--- config.mk ---
export PLATFORM = sky130hd
export DESIGN_NAME = vstc_sync_timing
export DESIGN_NICKNAME = d
export VERILOG_FILES = /design/src/core/vstc_tick_div.v /design/src/core/vstc_pixel_delay.v /design/src/core/vstc_sync_timing.v
export VERILOG_INCLUDE_DIRS = /design/src /design/src/core
export SDC_FILE = /design/constraint.sdc
export NUM_CORES = 1
export LEC_CHECK = 0
export ABC_AREA = 1
export ABC_CLOCK_PERIOD_IN_PS = 5170
export BUFFER_PORTS_ARGS = -buffer_cell sky130_fd_sc_hd__buf_4
export CORE_ASPECT_RATIO = 0.5
export CORE_MARGIN = 5
export CORE_UTILIZATION = 45
export DETAILED_ROUTE_END_ITERATION = 8
export PLACE_DENSITY = 0.74
export SYNTH_ARGS = -nofsm -noshare
export SYNTH_HDL_FRONTEND = slang
export SYNTH_SLANG_ARGS = --single-unit
--- constraint.sdc ---
create_clock -name clk -period 5.17 [get_ports clk]
set_input_delay 1.034 -clock clk [delete_from_list [all_inputs] [get_ports clk]]
set_output_delay 1.034 -clock clk [all_outputs]
set_load 0.05 [all_outputs]
--- src/core/vstc_defines.vh ---
// Purpose: shared constants of the video sync timing control block
// Assumes: included by bare name from the tick divider and sync timing files
// Notes: offsets are the 8-bit subaddresses of the control port
`ifndef VSTC_DEFINES_VH
`define VSTC_DEFINES_VH

// subaddresses
`define VSTC_ADDR_HORIZ_TRIGGER_PHASE_LOW 8'h6c
`define VSTC_ADDR_PHASE_HIGH 8'h6d
`define VSTC_ADDR_BLANK_CTRL 8'h6e
`define VSTC_ADDR_CAPTION_CTRL 8'h6f
`define VSTC_ADDR_REF_START_LOW 8'h70
`define VSTC_ADDR_REF_END_LOW 8'h71
`define VSTC_ADDR_REF_HIGH 8'h72

// reset values
`define VSTC_RST_HORIZ_TRIGGER_PHASE_LOW 8'h00
`define VSTC_RST_PHASE_HIGH 8'h00
`define VSTC_RST_BLANK_CTRL 8'h40
`define VSTC_RST_CAPTION_CTRL 8'h00
`define VSTC_RST_REF_START_LOW 8'h00
`define VSTC_RST_REF_END_LOW 8'h00
`define VSTC_RST_REF_HIGH 8'h00
`define VSTC_REF_HIGH_WMASK 8'h77

// field positions
`define VSTC_HORIZ_TRIGGER_PHASE_HI_MSB 7
`define VSTC_HORIZ_TRIGGER_PHASE_HI_LSB 5
`define VSTC_VERT_TRIGGER_PHASE_MSB 4
`define VSTC_VERT_TRIGGER_PHASE_LSB 0
`define VSTC_STD_VBLANK_BIT 7
`define VSTC_FORCE_BLANK_BIT 6
`define VSTC_SUBCARRIER_PHASE_RESET_MODE_MSB 5
`define VSTC_SUBCARRIER_PHASE_RESET_MODE_LSB 4
`define VSTC_LUMA_DELAY_SEL_MSB 3
`define VSTC_LUMA_DELAY_SEL_LSB 2
`define VSTC_FLC_MSB 1
`define VSTC_FLC_LSB 0
`define VSTC_CAPTION_FIELD_ENABLE_MSB 7
`define VSTC_CAPTION_FIELD_ENABLE_LSB 6
`define VSTC_TELETEXT_INSERT_ENABLE_BIT 5
`define VSTC_CCLN_MSB 4
`define VSTC_CCLN_LSB 0
`define VSTC_REF_START_HI_MSB 2
`define VSTC_REF_START_HI_LSB 0
`define VSTC_REF_END_HI_MSB 6
`define VSTC_REF_END_HI_LSB 4

// pixel divider in clk cycles; other timing counts in pixel clock periods
`define VSTC_PIX_DIV 8'h04
`define VSTC_LINE_LEN_50 11'h6c0
`define VSTC_LINE_LEN_60 11'h6b4
`define VSTC_HSYNC_START 11'h04f
`define VSTC_HSYNC_WIDTH 11'h040
`define VSTC_REF_ALIGN 12'h006

// field lengths in half lines
`define VSTC_FIELD_IL_50 10'h271
`define VSTC_FIELD_IL_60 10'h20d
`define VSTC_FIELD_SHORT_50 10'h270
`define VSTC_FIELD_SHORT_60 10'h20c
`define VSTC_FIELD_LONG_50 10'h272
`define VSTC_FIELD_LONG_60 10'h20e

// standard active lines and caption line offsets
`define VSTC_STD_FIRST_50 9'h017
`define VSTC_STD_LAST_50 9'h136
`define VSTC_STD_FIRST_60 9'h014
`define VSTC_STD_LAST_60 9'h107
`define VSTC_CC_OFS_M 9'h004
`define VSTC_CC_OFS_OTHER 9'h001

// phase reset modes
`define VSTC_SUBCARRIER_PHASE_RESET_MODE_NONE 2'h0
`define VSTC_SUBCARRIER_PHASE_RESET_MODE_TWO_LINES 2'h1
`define VSTC_SUBCARRIER_PHASE_RESET_MODE_EIGHT_FIELDS 2'h2
`define VSTC_SUBCARRIER_PHASE_RESET_MODE_FOUR_FIELDS 2'h3

`endif

--- src/core/vstc_tick_div.v ---
// Purpose: pixel rate enable pulse from the system clock
// Assumes: DIV of two or more
// Notes: tick is one clk cycle wide
`timescale 1ns/1ps
`include "vstc_defines.vh"
module vstc_tick_div #(
	parameter [7:0] DIV = `VSTC_PIX_DIV
) (
	// clock and reset
	input wire clk,
	input wire rst,
	// enable out
	output reg tick
);
	reg [7:0] count_q;

	always @(posedge clk) begin
		if (rst) begin
			count_q <= 8'h00;
			tick <= 1'b0;
		end else begin
			tick <= (count_q == DIV - 8'h01);
			if (count_q == DIV - 8'h01)
				count_q <= 8'h00;
			else
				count_q <= count_q + 8'h01;
		end
	end
endmodule // vstc_tick_div

--- src/core/vstc_pixel_delay.v ---
// Purpose: selectable 0 to 3 pixel delay of one sample stream
// Assumes: pixelEn is a one-cycle enable
// Notes: output stage adds one fixed pixel, matched on the other path
`timescale 1ns/1ps
module vstc_pixel_delay (
	// clock and reset
	input wire clk,
	input wire rst,
	input wire pixelEn,
	// control
	input wire [1:0] delaySel,
	// data
	input wire [7:0] dataIn,
	output reg [7:0] dataOut
);
	reg [7:0] stage1_q;
	reg [7:0] stage2_q;
	reg [7:0] stage3_q;

	always @(posedge clk) begin
		if (rst) begin
			stage1_q <= 8'h00;
			stage2_q <= 8'h00;
			stage3_q <= 8'h00;
			dataOut <= 8'h00;
		end else if (pixelEn) begin
			stage1_q <= dataIn;
			stage2_q <= stage1_q;
			stage3_q <= stage2_q;
			case (delaySel)
				2'h0: dataOut <= dataIn;
				2'h1: dataOut <= stage1_q;
				2'h2: dataOut <= stage2_q;
				default: dataOut <= stage3_q;
			endcase
		end
	end
endmodule // vstc_pixel_delay

--- src/core/vstc_sync_timing.v ---
// Purpose: sync timing control of the video encoder: trigger phase, blanking, field length, caption, ref pulse
// Assumes: host writes subaddressed registers through the plain register port
// Notes: timing counts in pixel periods from a divided enable
// Behaviour
// - 11-bit horizontal trigger code: low byte at 6C, top bits 7:5 of 6D.
// - larger horizontal code shortens delay of all internal timing signals.
// - code 4F puts output hsync leading slope on the trigger edge.
// - 5-bit vertical code in 6D bits 4:0 shifts timing in half lines.
// - vertical blanking select resets 0: programmed lines; 1: standard interval.
// - forced blanking resets 1, holding blanking level; 0 gives normal operation.
// - 2-bit subcarrier phase reset: none/realtime, two lines, eight fields, four fields.
// - 2-bit luma delay of 0 to 3 pixel periods versus chroma, reset zero.
// - field length: interlaced, short non-interlaced, or long non-interlaced fields.
// - caption enable: off, odd field, even field, or both fields.
// - bit 5 of caption register enables teletext insertion, reset cleared.
// - caption line is line select plus 4 for M systems, else plus 1.
// - 11-bit ref pulse start: low byte at 70, top bits at 72.
// - start code 49 aligns ref pulse leading edge with composite sync slope.
// - pin two as output with option 0 drives ref pulse start to end.
// - start top bits in 72 bits 2:0, bit 3 reserved as zero.
`timescale 1ns/1ps
`include "vstc_defines.vh"
module vstc_sync_timing (
	// clock and reset
	input wire clk,
	input wire rst,
	// register port
	input wire regWrEn,
	input wire regRdEn,
	input wire [7:0] regAddr,
	input wire [7:0] regWrData,
	output reg [7:0] regRdData_q,
	// configuration held elsewhere
	input wire fieldRateSel,
	input wire pinTwoOutputEnable,
	input wire compositeBlankOption,
	input wire [8:0] firstActiveLine,
	input wire [8:0] lastActiveLine,
	input wire realtimeControlEnable,
	// pins
	input wire realtimeControlIn,
	input wire syncPinOne,
	input wire syncPinTwoIn,
	output reg syncPinTwoOut_q,
	output reg syncPinTwoOe_q,
	// video path
	input wire [7:0] lumaIn,
	input wire [7:0] chromaIn,
	output wire [7:0] lumaOut,
	output reg [7:0] chromaOut_q,
	// timing outputs
	output reg hSyncOut_q,
	output reg vBlankOut_q,
	output reg blankLevelOut_q,
	output reg oddField_q,
	output reg scPhaseReset_q,
	output reg captionLineActive_q,
	output reg teletextInsertEnable_q
);
	reg [7:0] htrigLow_q;
	reg [7:0] phaseHigh_q;
	reg [7:0] blankCtrl_q;
	reg [7:0] captionCtrl_q;
	reg [7:0] refStartLow_q;
	reg [7:0] refEndLow_q;
	reg [7:0] refHigh_q;
	reg pinOneMeta_q, pinOneSync_q, pinOneLast_q;
	reg pinTwoMeta_q, pinTwoSync_q, pinTwoLast_q;
	reg rtcMeta_q, rtcSync_q, rtcLast_q;
	reg hTrigPend_q, vTrigPend_q;
	reg [10:0] hCount_q;
	reg [9:0] vHalf_q;
	reg [2:0] fieldCnt_q;
	reg horiz_reference_pulse_q;
	reg [7:0] regRdData_d;
	reg [9:0] fieldHalf;
	reg vBlank;
	reg phaseResetNow;
	wire pixelEn;

	wire [10:0] horizTriggerPhase = {phaseHigh_q[`VSTC_HORIZ_TRIGGER_PHASE_HI_MSB:`VSTC_HORIZ_TRIGGER_PHASE_HI_LSB], htrigLow_q};
	wire [4:0] vertTriggerPhase = phaseHigh_q[`VSTC_VERT_TRIGGER_PHASE_MSB:`VSTC_VERT_TRIGGER_PHASE_LSB];
	wire stdVblankForce = blankCtrl_q[`VSTC_STD_VBLANK_BIT];
	wire forceBlankLevel = blankCtrl_q[`VSTC_FORCE_BLANK_BIT];
	wire [1:0] subcarrierPhaseResetMode = blankCtrl_q[`VSTC_SUBCARRIER_PHASE_RESET_MODE_MSB:`VSTC_SUBCARRIER_PHASE_RESET_MODE_LSB];
	wire [1:0] lumaDelaySel = blankCtrl_q[`VSTC_LUMA_DELAY_SEL_MSB:`VSTC_LUMA_DELAY_SEL_LSB];
	wire [1:0] fieldLengthSel = blankCtrl_q[`VSTC_FLC_MSB:`VSTC_FLC_LSB];
	wire [1:0] captionFieldEnable = captionCtrl_q[`VSTC_CAPTION_FIELD_ENABLE_MSB:`VSTC_CAPTION_FIELD_ENABLE_LSB];
	wire [4:0] captionLineSel = captionCtrl_q[`VSTC_CCLN_MSB:`VSTC_CCLN_LSB];
	wire [10:0] refPulseStart = {refHigh_q[`VSTC_REF_START_HI_MSB:`VSTC_REF_START_HI_LSB], refStartLow_q};
	wire [10:0] refPulseEnd = {refHigh_q[`VSTC_REF_END_HI_MSB:`VSTC_REF_END_HI_LSB], refEndLow_q};

	// line geometry; codes beyond the line length are the host's problem
	wire [10:0] lineLen = fieldRateSel ? `VSTC_LINE_LEN_60 : `VSTC_LINE_LEN_50;
	wire [10:0] halfLen = {1'b0, lineLen[10:1]};
	wire [10:0] hNext = (hCount_q == lineLen - 11'h001) ? 11'h000 : hCount_q + 11'h001;

	// trigger edges, held until the next pixel enable
	wire hEdge = pinTwoSync_q & ~pinTwoLast_q & ~pinTwoOutputEnable;
	wire vEdge = pinOneSync_q & ~pinOneLast_q;
	wire rtcEdge = rtcSync_q & ~rtcLast_q;
	wire hTrigNow = pixelEn & (hTrigPend_q | hEdge);
	wire vTrigNow = pixelEn & (vTrigPend_q | vEdge);
	wire halfTick = pixelEn & ~hTrigNow & ((hNext == 11'h000) | (hNext == halfLen));
	wire lineStart = halfTick & (hNext == 11'h000);
	wire fieldWrap = halfTick & ~vTrigNow & (vHalf_q == fieldHalf - 10'h001);
	wire [8:0] lineNum = vHalf_q[9:1] + 9'h001;
	// count value taken at this enable, so pulse edges land with hsync
	wire [10:0] hLoad = hTrigNow ? horizTriggerPhase : hNext;

	// ref pulse edges moved so code 49 lands on the sync slope at 4F
	wire [11:0] startSum = {1'b0, refPulseStart} + `VSTC_REF_ALIGN;
	wire [11:0] endSum = {1'b0, refPulseEnd} + `VSTC_REF_ALIGN;
	wire [11:0] startWrap = startSum - {1'b0, lineLen};
	wire [11:0] endWrap = endSum - {1'b0, lineLen};
	wire [10:0] startPos = (startSum >= {1'b0, lineLen}) ? startWrap[10:0] : startSum[10:0];
	wire [10:0] endPos = (endSum >= {1'b0, lineLen}) ? endWrap[10:0] : endSum[10:0];

	wire [8:0] captionLine = {4'h0, captionLineSel} + (fieldRateSel ? `VSTC_CC_OFS_M : `VSTC_CC_OFS_OTHER);
	wire [10:0] hSyncEnd = `VSTC_HSYNC_START + `VSTC_HSYNC_WIDTH;

	vstc_tick_div #(
		.DIV(`VSTC_PIX_DIV)
	) u_pixDiv (
		.clk(clk),
		.rst(rst),
		.tick(pixelEn)
	);

	vstc_pixel_delay u_lumaDelay (
		.clk(clk),
		.rst(rst),
		.pixelEn(pixelEn),
		.delaySel(lumaDelaySel),
		.dataIn(lumaIn),
		.dataOut(lumaOut)
	);

	// both long-field codes give the same length
	always @* begin
		case (fieldLengthSel)
			2'h0: fieldHalf = fieldRateSel ? `VSTC_FIELD_IL_60 : `VSTC_FIELD_IL_50;
			2'h1: fieldHalf = fieldRateSel ? `VSTC_FIELD_SHORT_60 : `VSTC_FIELD_SHORT_50;
			default: fieldHalf = fieldRateSel ? `VSTC_FIELD_LONG_60 : `VSTC_FIELD_LONG_50;
		endcase
	end

	always @* begin
		if (stdVblankForce) begin
			if (fieldRateSel)
				vBlank = (lineNum < `VSTC_STD_FIRST_60) | (lineNum > `VSTC_STD_LAST_60);
			else
				vBlank = (lineNum < `VSTC_STD_FIRST_50) | (lineNum > `VSTC_STD_LAST_50);
		end else begin
			vBlank = (lineNum < firstActiveLine) | (lineNum > lastActiveLine);
		end
	end

	// two-line mode has no SECAM variant here
	always @* begin
		case (subcarrierPhaseResetMode)
			`VSTC_SUBCARRIER_PHASE_RESET_MODE_NONE: phaseResetNow = rtcEdge & realtimeControlEnable;
			`VSTC_SUBCARRIER_PHASE_RESET_MODE_TWO_LINES: phaseResetNow = lineStart & ~vHalf_q[1];
			`VSTC_SUBCARRIER_PHASE_RESET_MODE_EIGHT_FIELDS: phaseResetNow = fieldWrap & (fieldCnt_q == 3'h7);
			`VSTC_SUBCARRIER_PHASE_RESET_MODE_FOUR_FIELDS: phaseResetNow = fieldWrap & (fieldCnt_q[1:0] == 2'h3);
			default: phaseResetNow = 1'b0;
		endcase
	end

	// reads of unmapped subaddresses return zero
	always @* begin
		case (regAddr)
			`VSTC_ADDR_HORIZ_TRIGGER_PHASE_LOW: regRdData_d = htrigLow_q;
			`VSTC_ADDR_PHASE_HIGH: regRdData_d = phaseHigh_q;
			`VSTC_ADDR_BLANK_CTRL: regRdData_d = blankCtrl_q;
			`VSTC_ADDR_CAPTION_CTRL: regRdData_d = captionCtrl_q;
			`VSTC_ADDR_REF_START_LOW: regRdData_d = refStartLow_q;
			`VSTC_ADDR_REF_END_LOW: regRdData_d = refEndLow_q;
			`VSTC_ADDR_REF_HIGH: regRdData_d = refHigh_q;
			default: regRdData_d = 8'h00;
		endcase
	end

	// register port
	always @(posedge clk) begin
		if (rst) begin
			htrigLow_q <= `VSTC_RST_HORIZ_TRIGGER_PHASE_LOW;
			phaseHigh_q <= `VSTC_RST_PHASE_HIGH;
			blankCtrl_q <= `VSTC_RST_BLANK_CTRL;
			captionCtrl_q <= `VSTC_RST_CAPTION_CTRL;
			refStartLow_q <= `VSTC_RST_REF_START_LOW;
			refEndLow_q <= `VSTC_RST_REF_END_LOW;
			refHigh_q <= `VSTC_RST_REF_HIGH;
			regRdData_q <= 8'h00;
		end else begin
			if (regRdEn)
				regRdData_q <= regRdData_d;
			// unmapped writes fall through and change nothing
			if (regWrEn) begin
				case (regAddr)
					`VSTC_ADDR_HORIZ_TRIGGER_PHASE_LOW: htrigLow_q <= regWrData;
					`VSTC_ADDR_PHASE_HIGH: phaseHigh_q <= regWrData;
					`VSTC_ADDR_BLANK_CTRL: blankCtrl_q <= regWrData;
					`VSTC_ADDR_CAPTION_CTRL: captionCtrl_q <= regWrData;
					`VSTC_ADDR_REF_START_LOW: refStartLow_q <= regWrData;
					`VSTC_ADDR_REF_END_LOW: refEndLow_q <= regWrData;
					`VSTC_ADDR_REF_HIGH: refHigh_q <= regWrData & `VSTC_REF_HIGH_WMASK;
					default: ;
				endcase
			end
		end
	end

	// pin synchronisers; first stage read only by the second
	always @(posedge clk) begin
		if (rst) begin
			pinOneMeta_q <= 1'b0;
			pinOneSync_q <= 1'b0;
			pinOneLast_q <= 1'b0;
			pinTwoMeta_q <= 1'b0;
			pinTwoSync_q <= 1'b0;
			pinTwoLast_q <= 1'b0;
			rtcMeta_q <= 1'b0;
			rtcSync_q <= 1'b0;
			rtcLast_q <= 1'b0;
			hTrigPend_q <= 1'b0;
			vTrigPend_q <= 1'b0;
		end else begin
			// two flops to settle, a third to find the edge
			pinOneMeta_q <= syncPinOne;
			pinOneSync_q <= pinOneMeta_q;
			pinOneLast_q <= pinOneSync_q;
			pinTwoMeta_q <= syncPinTwoIn;
			pinTwoSync_q <= pinTwoMeta_q;
			pinTwoLast_q <= pinTwoSync_q;
			rtcMeta_q <= realtimeControlIn;
			rtcSync_q <= rtcMeta_q;
			rtcLast_q <= rtcSync_q;
			// an edge between pixel enables is kept, not dropped
			hTrigPend_q <= (hTrigPend_q | hEdge) & ~pixelEn;
			vTrigPend_q <= (vTrigPend_q | vEdge) & ~pixelEn;
		end
	end

	// pixel and half-line counters
	always @(posedge clk) begin
		if (rst) begin
			hCount_q <= 11'h000;
			vHalf_q <= 10'h000;
			fieldCnt_q <= 3'h0;
			oddField_q <= 1'b1;
			horiz_reference_pulse_q <= 1'b0;
			chromaOut_q <= 8'h00;
		end else if (pixelEn) begin
			chromaOut_q <= chromaIn;
			// loading the code skips ahead: larger code, earlier events
			if (hTrigNow)
				hCount_q <= horizTriggerPhase;
			else
				hCount_q <= hNext;
			if (vTrigNow)
				vHalf_q <= {5'h00, vertTriggerPhase};
			else if (fieldWrap)
				vHalf_q <= 10'h000;
			else if (halfTick)
				vHalf_q <= vHalf_q + 10'h001;
			if (fieldWrap) begin
				oddField_q <= ~oddField_q;
				fieldCnt_q <= fieldCnt_q + 3'h1;
			end
			if (hLoad == startPos)
				horiz_reference_pulse_q <= 1'b1;
			else if (hLoad == endPos)
				horiz_reference_pulse_q <= 1'b0;
		end
	end

	// registered outputs
	always @(posedge clk) begin
		if (rst) begin
			hSyncOut_q <= 1'b0;
			vBlankOut_q <= 1'b1;
			blankLevelOut_q <= 1'b1;
			scPhaseReset_q <= 1'b0;
			captionLineActive_q <= 1'b0;
			teletextInsertEnable_q <= 1'b0;
			syncPinTwoOut_q <= 1'b0;
			syncPinTwoOe_q <= 1'b0;
		end else begin
			// all outputs are flops, so pins never see decode glitches
			hSyncOut_q <= (hCount_q >= `VSTC_HSYNC_START) & (hCount_q < hSyncEnd);
			vBlankOut_q <= vBlank;
			blankLevelOut_q <= forceBlankLevel | vBlank;
			scPhaseReset_q <= phaseResetNow;
			captionLineActive_q <= (lineNum == captionLine) &
				(oddField_q ? captionFieldEnable[0] : captionFieldEnable[1]);
			teletextInsertEnable_q <= captionCtrl_q[`VSTC_TELETEXT_INSERT_ENABLE_BIT];
			// option 1 removes the pulse during vertical blanking
			syncPinTwoOut_q <= pinTwoOutputEnable & horiz_reference_pulse_q & (~compositeBlankOption | ~vBlank);
			syncPinTwoOe_q <= pinTwoOutputEnable;
		end
	end
endmodule // vstc_sync_timing

# Word-level counts from Yosys, hierarchy flattened
# Cells that the tools add are included.
[totals]
wordCells = 161
mem_count = 0
ramBits = 0
out_inout_bits = 33
latch_bits = 0
rom_bits = 0
ff_bits = 156
in_bits = 61
[classes]
eq_ne = 22
n_mul = 0
shifts = 0
bitwise = 40
n_mux = 21
n_div = 0
order_cmp = 10
reduce_logical = 17
add_sub_neg = 12
[ops]
columns = ["cell", "count"]
rows = [
  ["$eq A8 B7 Y1 const B", 7],
  ["$pmux W8 S7", 1],
  ["$mux W11", 4],
  ["$eq A11 B11 Y1", 3],
  ["$mux W10", 3],
  ["$mux W7", 4],
  ["$add A11 B3 Y12 const B", 2],
  ["$ge A12 B11 Y1", 2],
  ["$pmux W8 S3", 1],
  ["$sub A11 B11 Y11", 2],
  ["$and A1 B1 Y1", 21],
  ["$reduce_and A2 Y1", 10],
  ["$gt A9 B9 Y1 const B", 2],
  ["$lt A9 B5 Y1 const B", 2],
  ["$pmux W7 S2", 1],
  ["$add A11 B1 Y11 const B", 1],
  ["$eq A11 B10 Y1", 1],
  ["$ge A11 B7 Y1 const B", 1],
  ["$logic_not A11 Y1", 1],
  ["$lt A11 B8 Y1 const B", 1],
  ["$not A1 Y1", 11],
  ["$sub A10 B2 Y11 const B", 1],
  ["$add A10 B1 Y10 const B", 1],
  ["$eq A10 B10 Y1", 1],
  ["20 further kinds", 38],
]

# Longest topological paths before layout
[logic_depth]
word_depth = 12
mapped_depth = 24
mapped_depth_nobuf = 24

# Cells and area by module
# From an unflattened synthesis, not the netlist that was laid out.
[hier_totals]
hier_cells = 1481
hier_area_um2 = 9753.1
[modules_own_cells]
columns = ["module", "instances", "seq_area_each_um2", "cells_each", "area_each_um2"]
rows = [
  ["vstc_sync_timing", 1, 2302.2, 1230, 7943.9],
  ["vstc_pixel_delay", 1, 640.6, 187, 1345.0],
  ["vstc_tick_div", 1, 180.2, 64, 464.2],
]

# Worst setup path before layout
# No wires, ideal clock.
[synth_path]
kind = "input to register"
startpoint = "input port fieldRateSel"
endpoint = "register horiz_reference_pulse_q"
setup_time_ns = 0.132
cell_stages = 20
required_time_ns = 5.038
t_arrival_ns = 2.918
n_path_buf = 2
slack_ns = 2.120
path_cell_list = "buf_2 -> inv_2 -> ha_1 -> nand2_1 -> nand2_1 -> nand2_1 -> nand3b_1 -> a21oi_2 -> nand2_1 -> buf_6 -> nand3_1 -> nand2_1 -> nand2_1 -> nand2_1 -> nor2_1 -> nand2_1 -> nor2_1 -> nand2_1 -> nand2_1 -> a21oi_1"
[synth_via]
elab_chain_len = 8
elab_cells_between_ends = 16
cone_classes = "add/sub (3); order compare (2); eq/ne (3); mux (6); reduce/logical (2)"
[synth_lines]
columns = ["item", "line", "rtl"]
rows = [
  ["from (decl)", "vstc_sync_timing.v:34", "input wire fieldRateSel,"],
  ["$mux W7 (no source line) *", "n/a", ""],
  ["$sub A10 B2 Y11", "vstc_sync_timing.v:96", "wire [10:0] hNext = (hCount_q == lineLen - 11'h001) ? 11'h000 : hCount_q + 11'h001;"],
  ["$eq A11 B11 Y1", "vstc_sync_timing.v:96", ""],
  ["$mux W11", "vstc_sync_timing.v:96", ""],
  ["$mux W11", "vstc_sync_timing.v:109", "wire [10:0] hLoad = hTrigNow ? horizTriggerPhase : hNext;"],
  ["$eq A11 B11 Y1 (on tied branches)", "vstc_sync_timing.v:271, vstc_sync_timing.v:273", ""],
  ["$reduce_bool A2 Y1 (no source line)", "n/a", ""],
  ["$reduce_and A2 Y1 (no source line)", "n/a", ""],
  ["to (signal assigned)", "vstc_sync_timing.v:252", "horiz_reference_pulse_q <= 1'b0;"],
  ["to (signal assigned)", "vstc_sync_timing.v:272", "horiz_reference_pulse_q <= 1'b1;"],
  ["to (signal assigned)", "vstc_sync_timing.v:274", "horiz_reference_pulse_q <= 1'b0;"],
  ["to (decl)", "vstc_sync_timing.v:74", "reg horiz_reference_pulse_q;"],
]
# Every way passes the cells marked *; elsewhere a longest branch is shown, timed or not.
# A chain may end at the register's enable or synchronous reset.

# Worst setup path in the final report
[layout_path]
startpoint = "register refEndLow_q[1]"
endpoint = "register horiz_reference_pulse_q"
[layout_via]
elab_chain_len = 6
elab_cells_between_ends = 7
cone_classes = "add/sub (2); order compare (1); eq/ne (1); mux (1); reduce/logical (2)"
[layout_lines]
columns = ["item", "line", "rtl"]
rows = [
  ["from (decl)", "vstc_sync_timing.v:65", "reg [7:0] refEndLow_q;"],
  ["from (signal assigned)", "vstc_sync_timing.v:192", "refEndLow_q <= `VSTC_RST_REF_END_LOW;"],
  ["from (signal assigned)", "vstc_sync_timing.v:206", "`VSTC_ADDR_REF_END_LOW: refEndLow_q <= regWrData;"],
  ["$add A11 B3 Y12 (no source line) *", "n/a", ""],
  ["$sub A11 B11 Y11 or $ge A12 B11 Y1 (tied branches)", "vstc_sync_timing.v:115, vstc_sync_timing.v:117", ""],
  ["$mux W11 *", "vstc_sync_timing.v:117", "wire [10:0] endPos = (endSum >= {1'b0, lineLen}) ? endWrap[10:0] : endSum[10:0];"],
  ["$eq A11 B11 Y1 *", "vstc_sync_timing.v:273", "else if (hLoad == endPos)"],
  ["$reduce_bool A2 Y1 (no source line) *", "n/a", ""],
  ["$reduce_and A2 Y1 (no source line) *", "n/a", ""],
]
# Marked as above.

==> flow_summary.toml <==
[run_status]
outcome = "completed"

[synthesis]
post-synth-top-area-fraction = 0.327
synth_edf_count = 0
synth_area_leaders = "dfxtp_1, nand2_1, inv_1"
async_reset_ff_frac = 0
syn-instance-count = 1445
synth_flop_cell = "dfxtp_1"
synth_seq_area_share = 0.327
syn_area_um2 = 9560
syn_area_per_cell_um2 = 6.61
yosys.area.top_type = "dfxtp_1"
syn_nets = 1548
ys_warn_count = 0
synth_cell_types = 48
ys_ff_latch = 156

[global_routing]
grt_pass1_vias = 8908
antenna_found_initial = 0
grt_max_degree = 76
grt_first_pass_wirelength_um = 44700
overflow = 0
grt_use_total = 0.221

[route]
wl_per_cell_um = 15.4
drtAntennaViolNets = 0
drc = 0
drt-vias-per-instance = 5.38
first_pass_iters = 6
num_vias = 9700
drt-total-wl_um = 27800
drt-initial-drc-count = 948

[setup_path]
crit_start = "refEndLow_q[1]$_SDFFE_PP0P_"
cpMaxStageDelayCell = "dfxtp_1"
cp-end-kind = "register"
regToRegSetupSlack_ns = 1.71
critPathLaunchType = "register"
endpoint = "horiz_reference_pulse_q$_SDFFE_PP0P_"
rr_startpoint = "refEndLow_q[1]$_SDFFE_PP0P_"
worst-path-max-fanout = 11
crit_path_frequent_cell = "nand2_1"
crit_family = "simple AND/OR/NAND/NOR gates"
r2r-end = "horiz_reference_pulse_q$_SDFFE_PP0P_"
path_cells = "inv_1 > ha_1 > nor2_2 > nor2_1 > nor2_1 > ha_1 > nand2_1 > nand2_1 > nand2_1 > nand3b_1 > a21oi_2 > nand2_1 > nand2_2 > nand2_1 > nand3_1 > nand2_1 > nor2_1 > nand2_1 > nor2_1 > nand2_1 > nand2_1 > a21oi_1"
critical_path_arrival_ns = 3.75
rr_worst_depth = 22
cpPeakStageDelay_ns = 0.46
crit_cells = 22
path_buf_inv = 1
cp.required_ns = 5.46
critPathKind = "register to register"

[finish]
antennaDiodeCount = 0
final_nets = 1619
mostFrequentLayoutCell = "nand2_1"
instances_no_fill = 1802
final_cell_mix = "nand2_1, inv_1, dfxtp_1"
fillers = 1981
largest_reg_flops = 11
regMostFlops = "hCount_q"
area_delta_synth_final_pct = 15.4
reg_top3 = "hCount_q x11, vHalf_q x10"
final_layout_size_suffix_gt1_frac = 0.120

[timing]
whs_ns = 0.409
fin_skew_ns = 0.0108
final_max_slew_viol_count = 0
max_slew_margin = 0.397
fin_crit_ns = 3.46
setup_violations = 0
finalCritPeriodShare = 0.669
tightest_slew_ns = 0.902
fin_tns_setup_ns = 0
max_freq_ghz = 0.289
rsz0062_at_grt = "no"
hold_violations = 0

[worst_hold_path]
hp-class = "register to register"

[placed_design]
hpwl_um = 20900
portBuffers = 93
placed_cells = 1770
gp_congestion = 0.929

[clock_tree]
insertion_delay_ns = 0.43
cts_tree = "built"
post_cts_buffers = 0
ctsHtreeMaxLevel = 4
postCtsResizedCells = 0
clock_sinks = 156
cts_buffers = 17
clk_pin_slew_ns = 0.07
cts_hold_buf = 0
root_buffer = "clkbuf_16"
cts_buffer_depth = 2

[die]
io_pins = 94
die_width_um = 216
initial_core_util = 0.462
core_um2 = 20700
dieArea_um2 = 24400
die_h_um = 113
placementRows = 37

[power]
combPwrFrac = 0.071
max-vdd-ir-drop_mv = 0.249
seqPwrFrac = 0.454
swShare = 0.259
p_clk_frac = 0.475
p_switching_w = 0.000697
power.leakage_nw = 4.87
pwr_density_cell_nw_per_um2 = 244
internal_power_w = 0.00199

[job]
cap_violations = 0
[logic make-up (layout without fill, tap and decap cells)]
logic type | Yosys count | in the layout | share of synthesized area
AND/OR/NAND/NOR | 660 | 660 | 0.311
AO/OA/AOI/OAI | 277 | 277 | 0.164
buffers and inverters | 273 | 357 | 0.110
flip-flops | 156 | 156 | 0.327
adder cells (fa/ha/maj) | 42 | 42 | 0.0550
XOR/XNOR | 37 | 37 | 0.0339
[power groups by stage]
stage | clock network [W] | logic [W] | registers (W)
CTS | 0.00128 | 0.000190 | 0.00122
global placement | 0 | 0.000185 | 0.00125
global route | 0.00134 | 0.000211 | 0.00122
detailed placement | 0 | 0.000189 | 0.00125
floorplan | 0 | 0.0000991 | 0.00126
finish | 0.00128 | 0.000191 | 0.00122
[layer usage]
| metal | wire (um) | GRT usage | part of all wire |
|---|---|---|---|
| met4 | 451 | 0.0559 | 0.016 |
| met3 | 1760 | 0.0366 | 0.063 |
| met5 | 0 | 0 | 0 |
| met1 | 12800 | 0.302 | 0.46 |
| met2 | 12800 | 0.368 | 0.46 |
[worst register-to-register path: cells and delay by family, from the launching register on]
kind / cells / cell delay [ns]
AO/OA/AOI/OAI: 2 / 0.24
adder cells (fa/ha/maj): 2 / 0.60
buffers and inverters: 1 / 0.12
flip-flops: 1 / 0.46
AND/OR/NAND/NOR: 17 / 1.90
[cells in the mapped netlist (3+ instances only)]
master     number
nand2_1       305
inv_1         218
dfxtp_1       156
nor2_1        138
nand3_1       127
a21oi_1       105
o21ai_0        90
ha_1           42
clkbuf_1       33
o22ai_1        33
xor2_1         29
nand4_1        24
nor3_1         11
nand2_2        10
o21ai_1        10
nor2_2          9
xnor2_1         8
inv_2           7
nand3_2         7
nand2_4         6
nor4_1          6
o211ai_1        6
nand3b_1        5
o221ai_1        5
o31ai_1         5
o41ai_1         5
a221oi_1        4
buf_1           4
buf_2           4
clkinv_1        3
o2111ai_1       3
or2_2           3
[per-stage QoR]
stage	cell area (um^2)	util	total power, W	setup WS (ns)
after floorplan	9560	-	0.00136	2.12
after global placement	10400	0.504	0.00143	1.53
after detailed placement	10400	0.504	0.00144	1.43
after CTS	11000	0.533	0.00270	1.76
after global routing	11000	0.533	0.00277	1.35
final	11000	0.533	0.00269	1.71
[cell type report]
| class | instances | area (um^2) | area share |
|---|---|---|---|
| clock buffer | 19 | 453 | 0.0411 |
| clock inverter | 13 | 148 | 0.0134 |
| inverter | 228 | 856 | 0.0776 |
| multi-input combinational | 1016 | 5380 | 0.488 |
| sequential | 156 | 3120 | 0.283 |
| tap | 273 | 342 | 0.0310 |
| timing repair buffer | 97 | 728 | 0.0660 |
[how the worst min path moves through the flow]
| stage | start | end | slack, ns | depth (start not counted) |
|---|---|---|---|---|
| after floorplan | pinOneMeta_q$_SDFF_PP0_ | pinOneSync_q$_SDFF_PP0_ | 0.39 | 2 |
| after global placement | pinTwoMeta_q$_SDFF_PP0_ | pinTwoSync_q$_SDFF_PP0_ | 0.40 | 2 |
| after detailed placement | pinTwoMeta_q$_SDFF_PP0_ | pinTwoSync_q$_SDFF_PP0_ | 0.40 | 2 |
| after CTS | pinTwoMeta_q$_SDFF_PP0_ | pinTwoSync_q$_SDFF_PP0_ | 0.41 | 2 |
| after global routing | pinTwoMeta_q$_SDFF_PP0_ | pinTwoSync_q$_SDFF_PP0_ | 0.43 | 2 |
| final | pinTwoMeta_q$_SDFF_PP0_ | pinTwoSync_q$_SDFF_PP0_ | 0.41 | 2 |
Power figures use the tool's default switching activity.
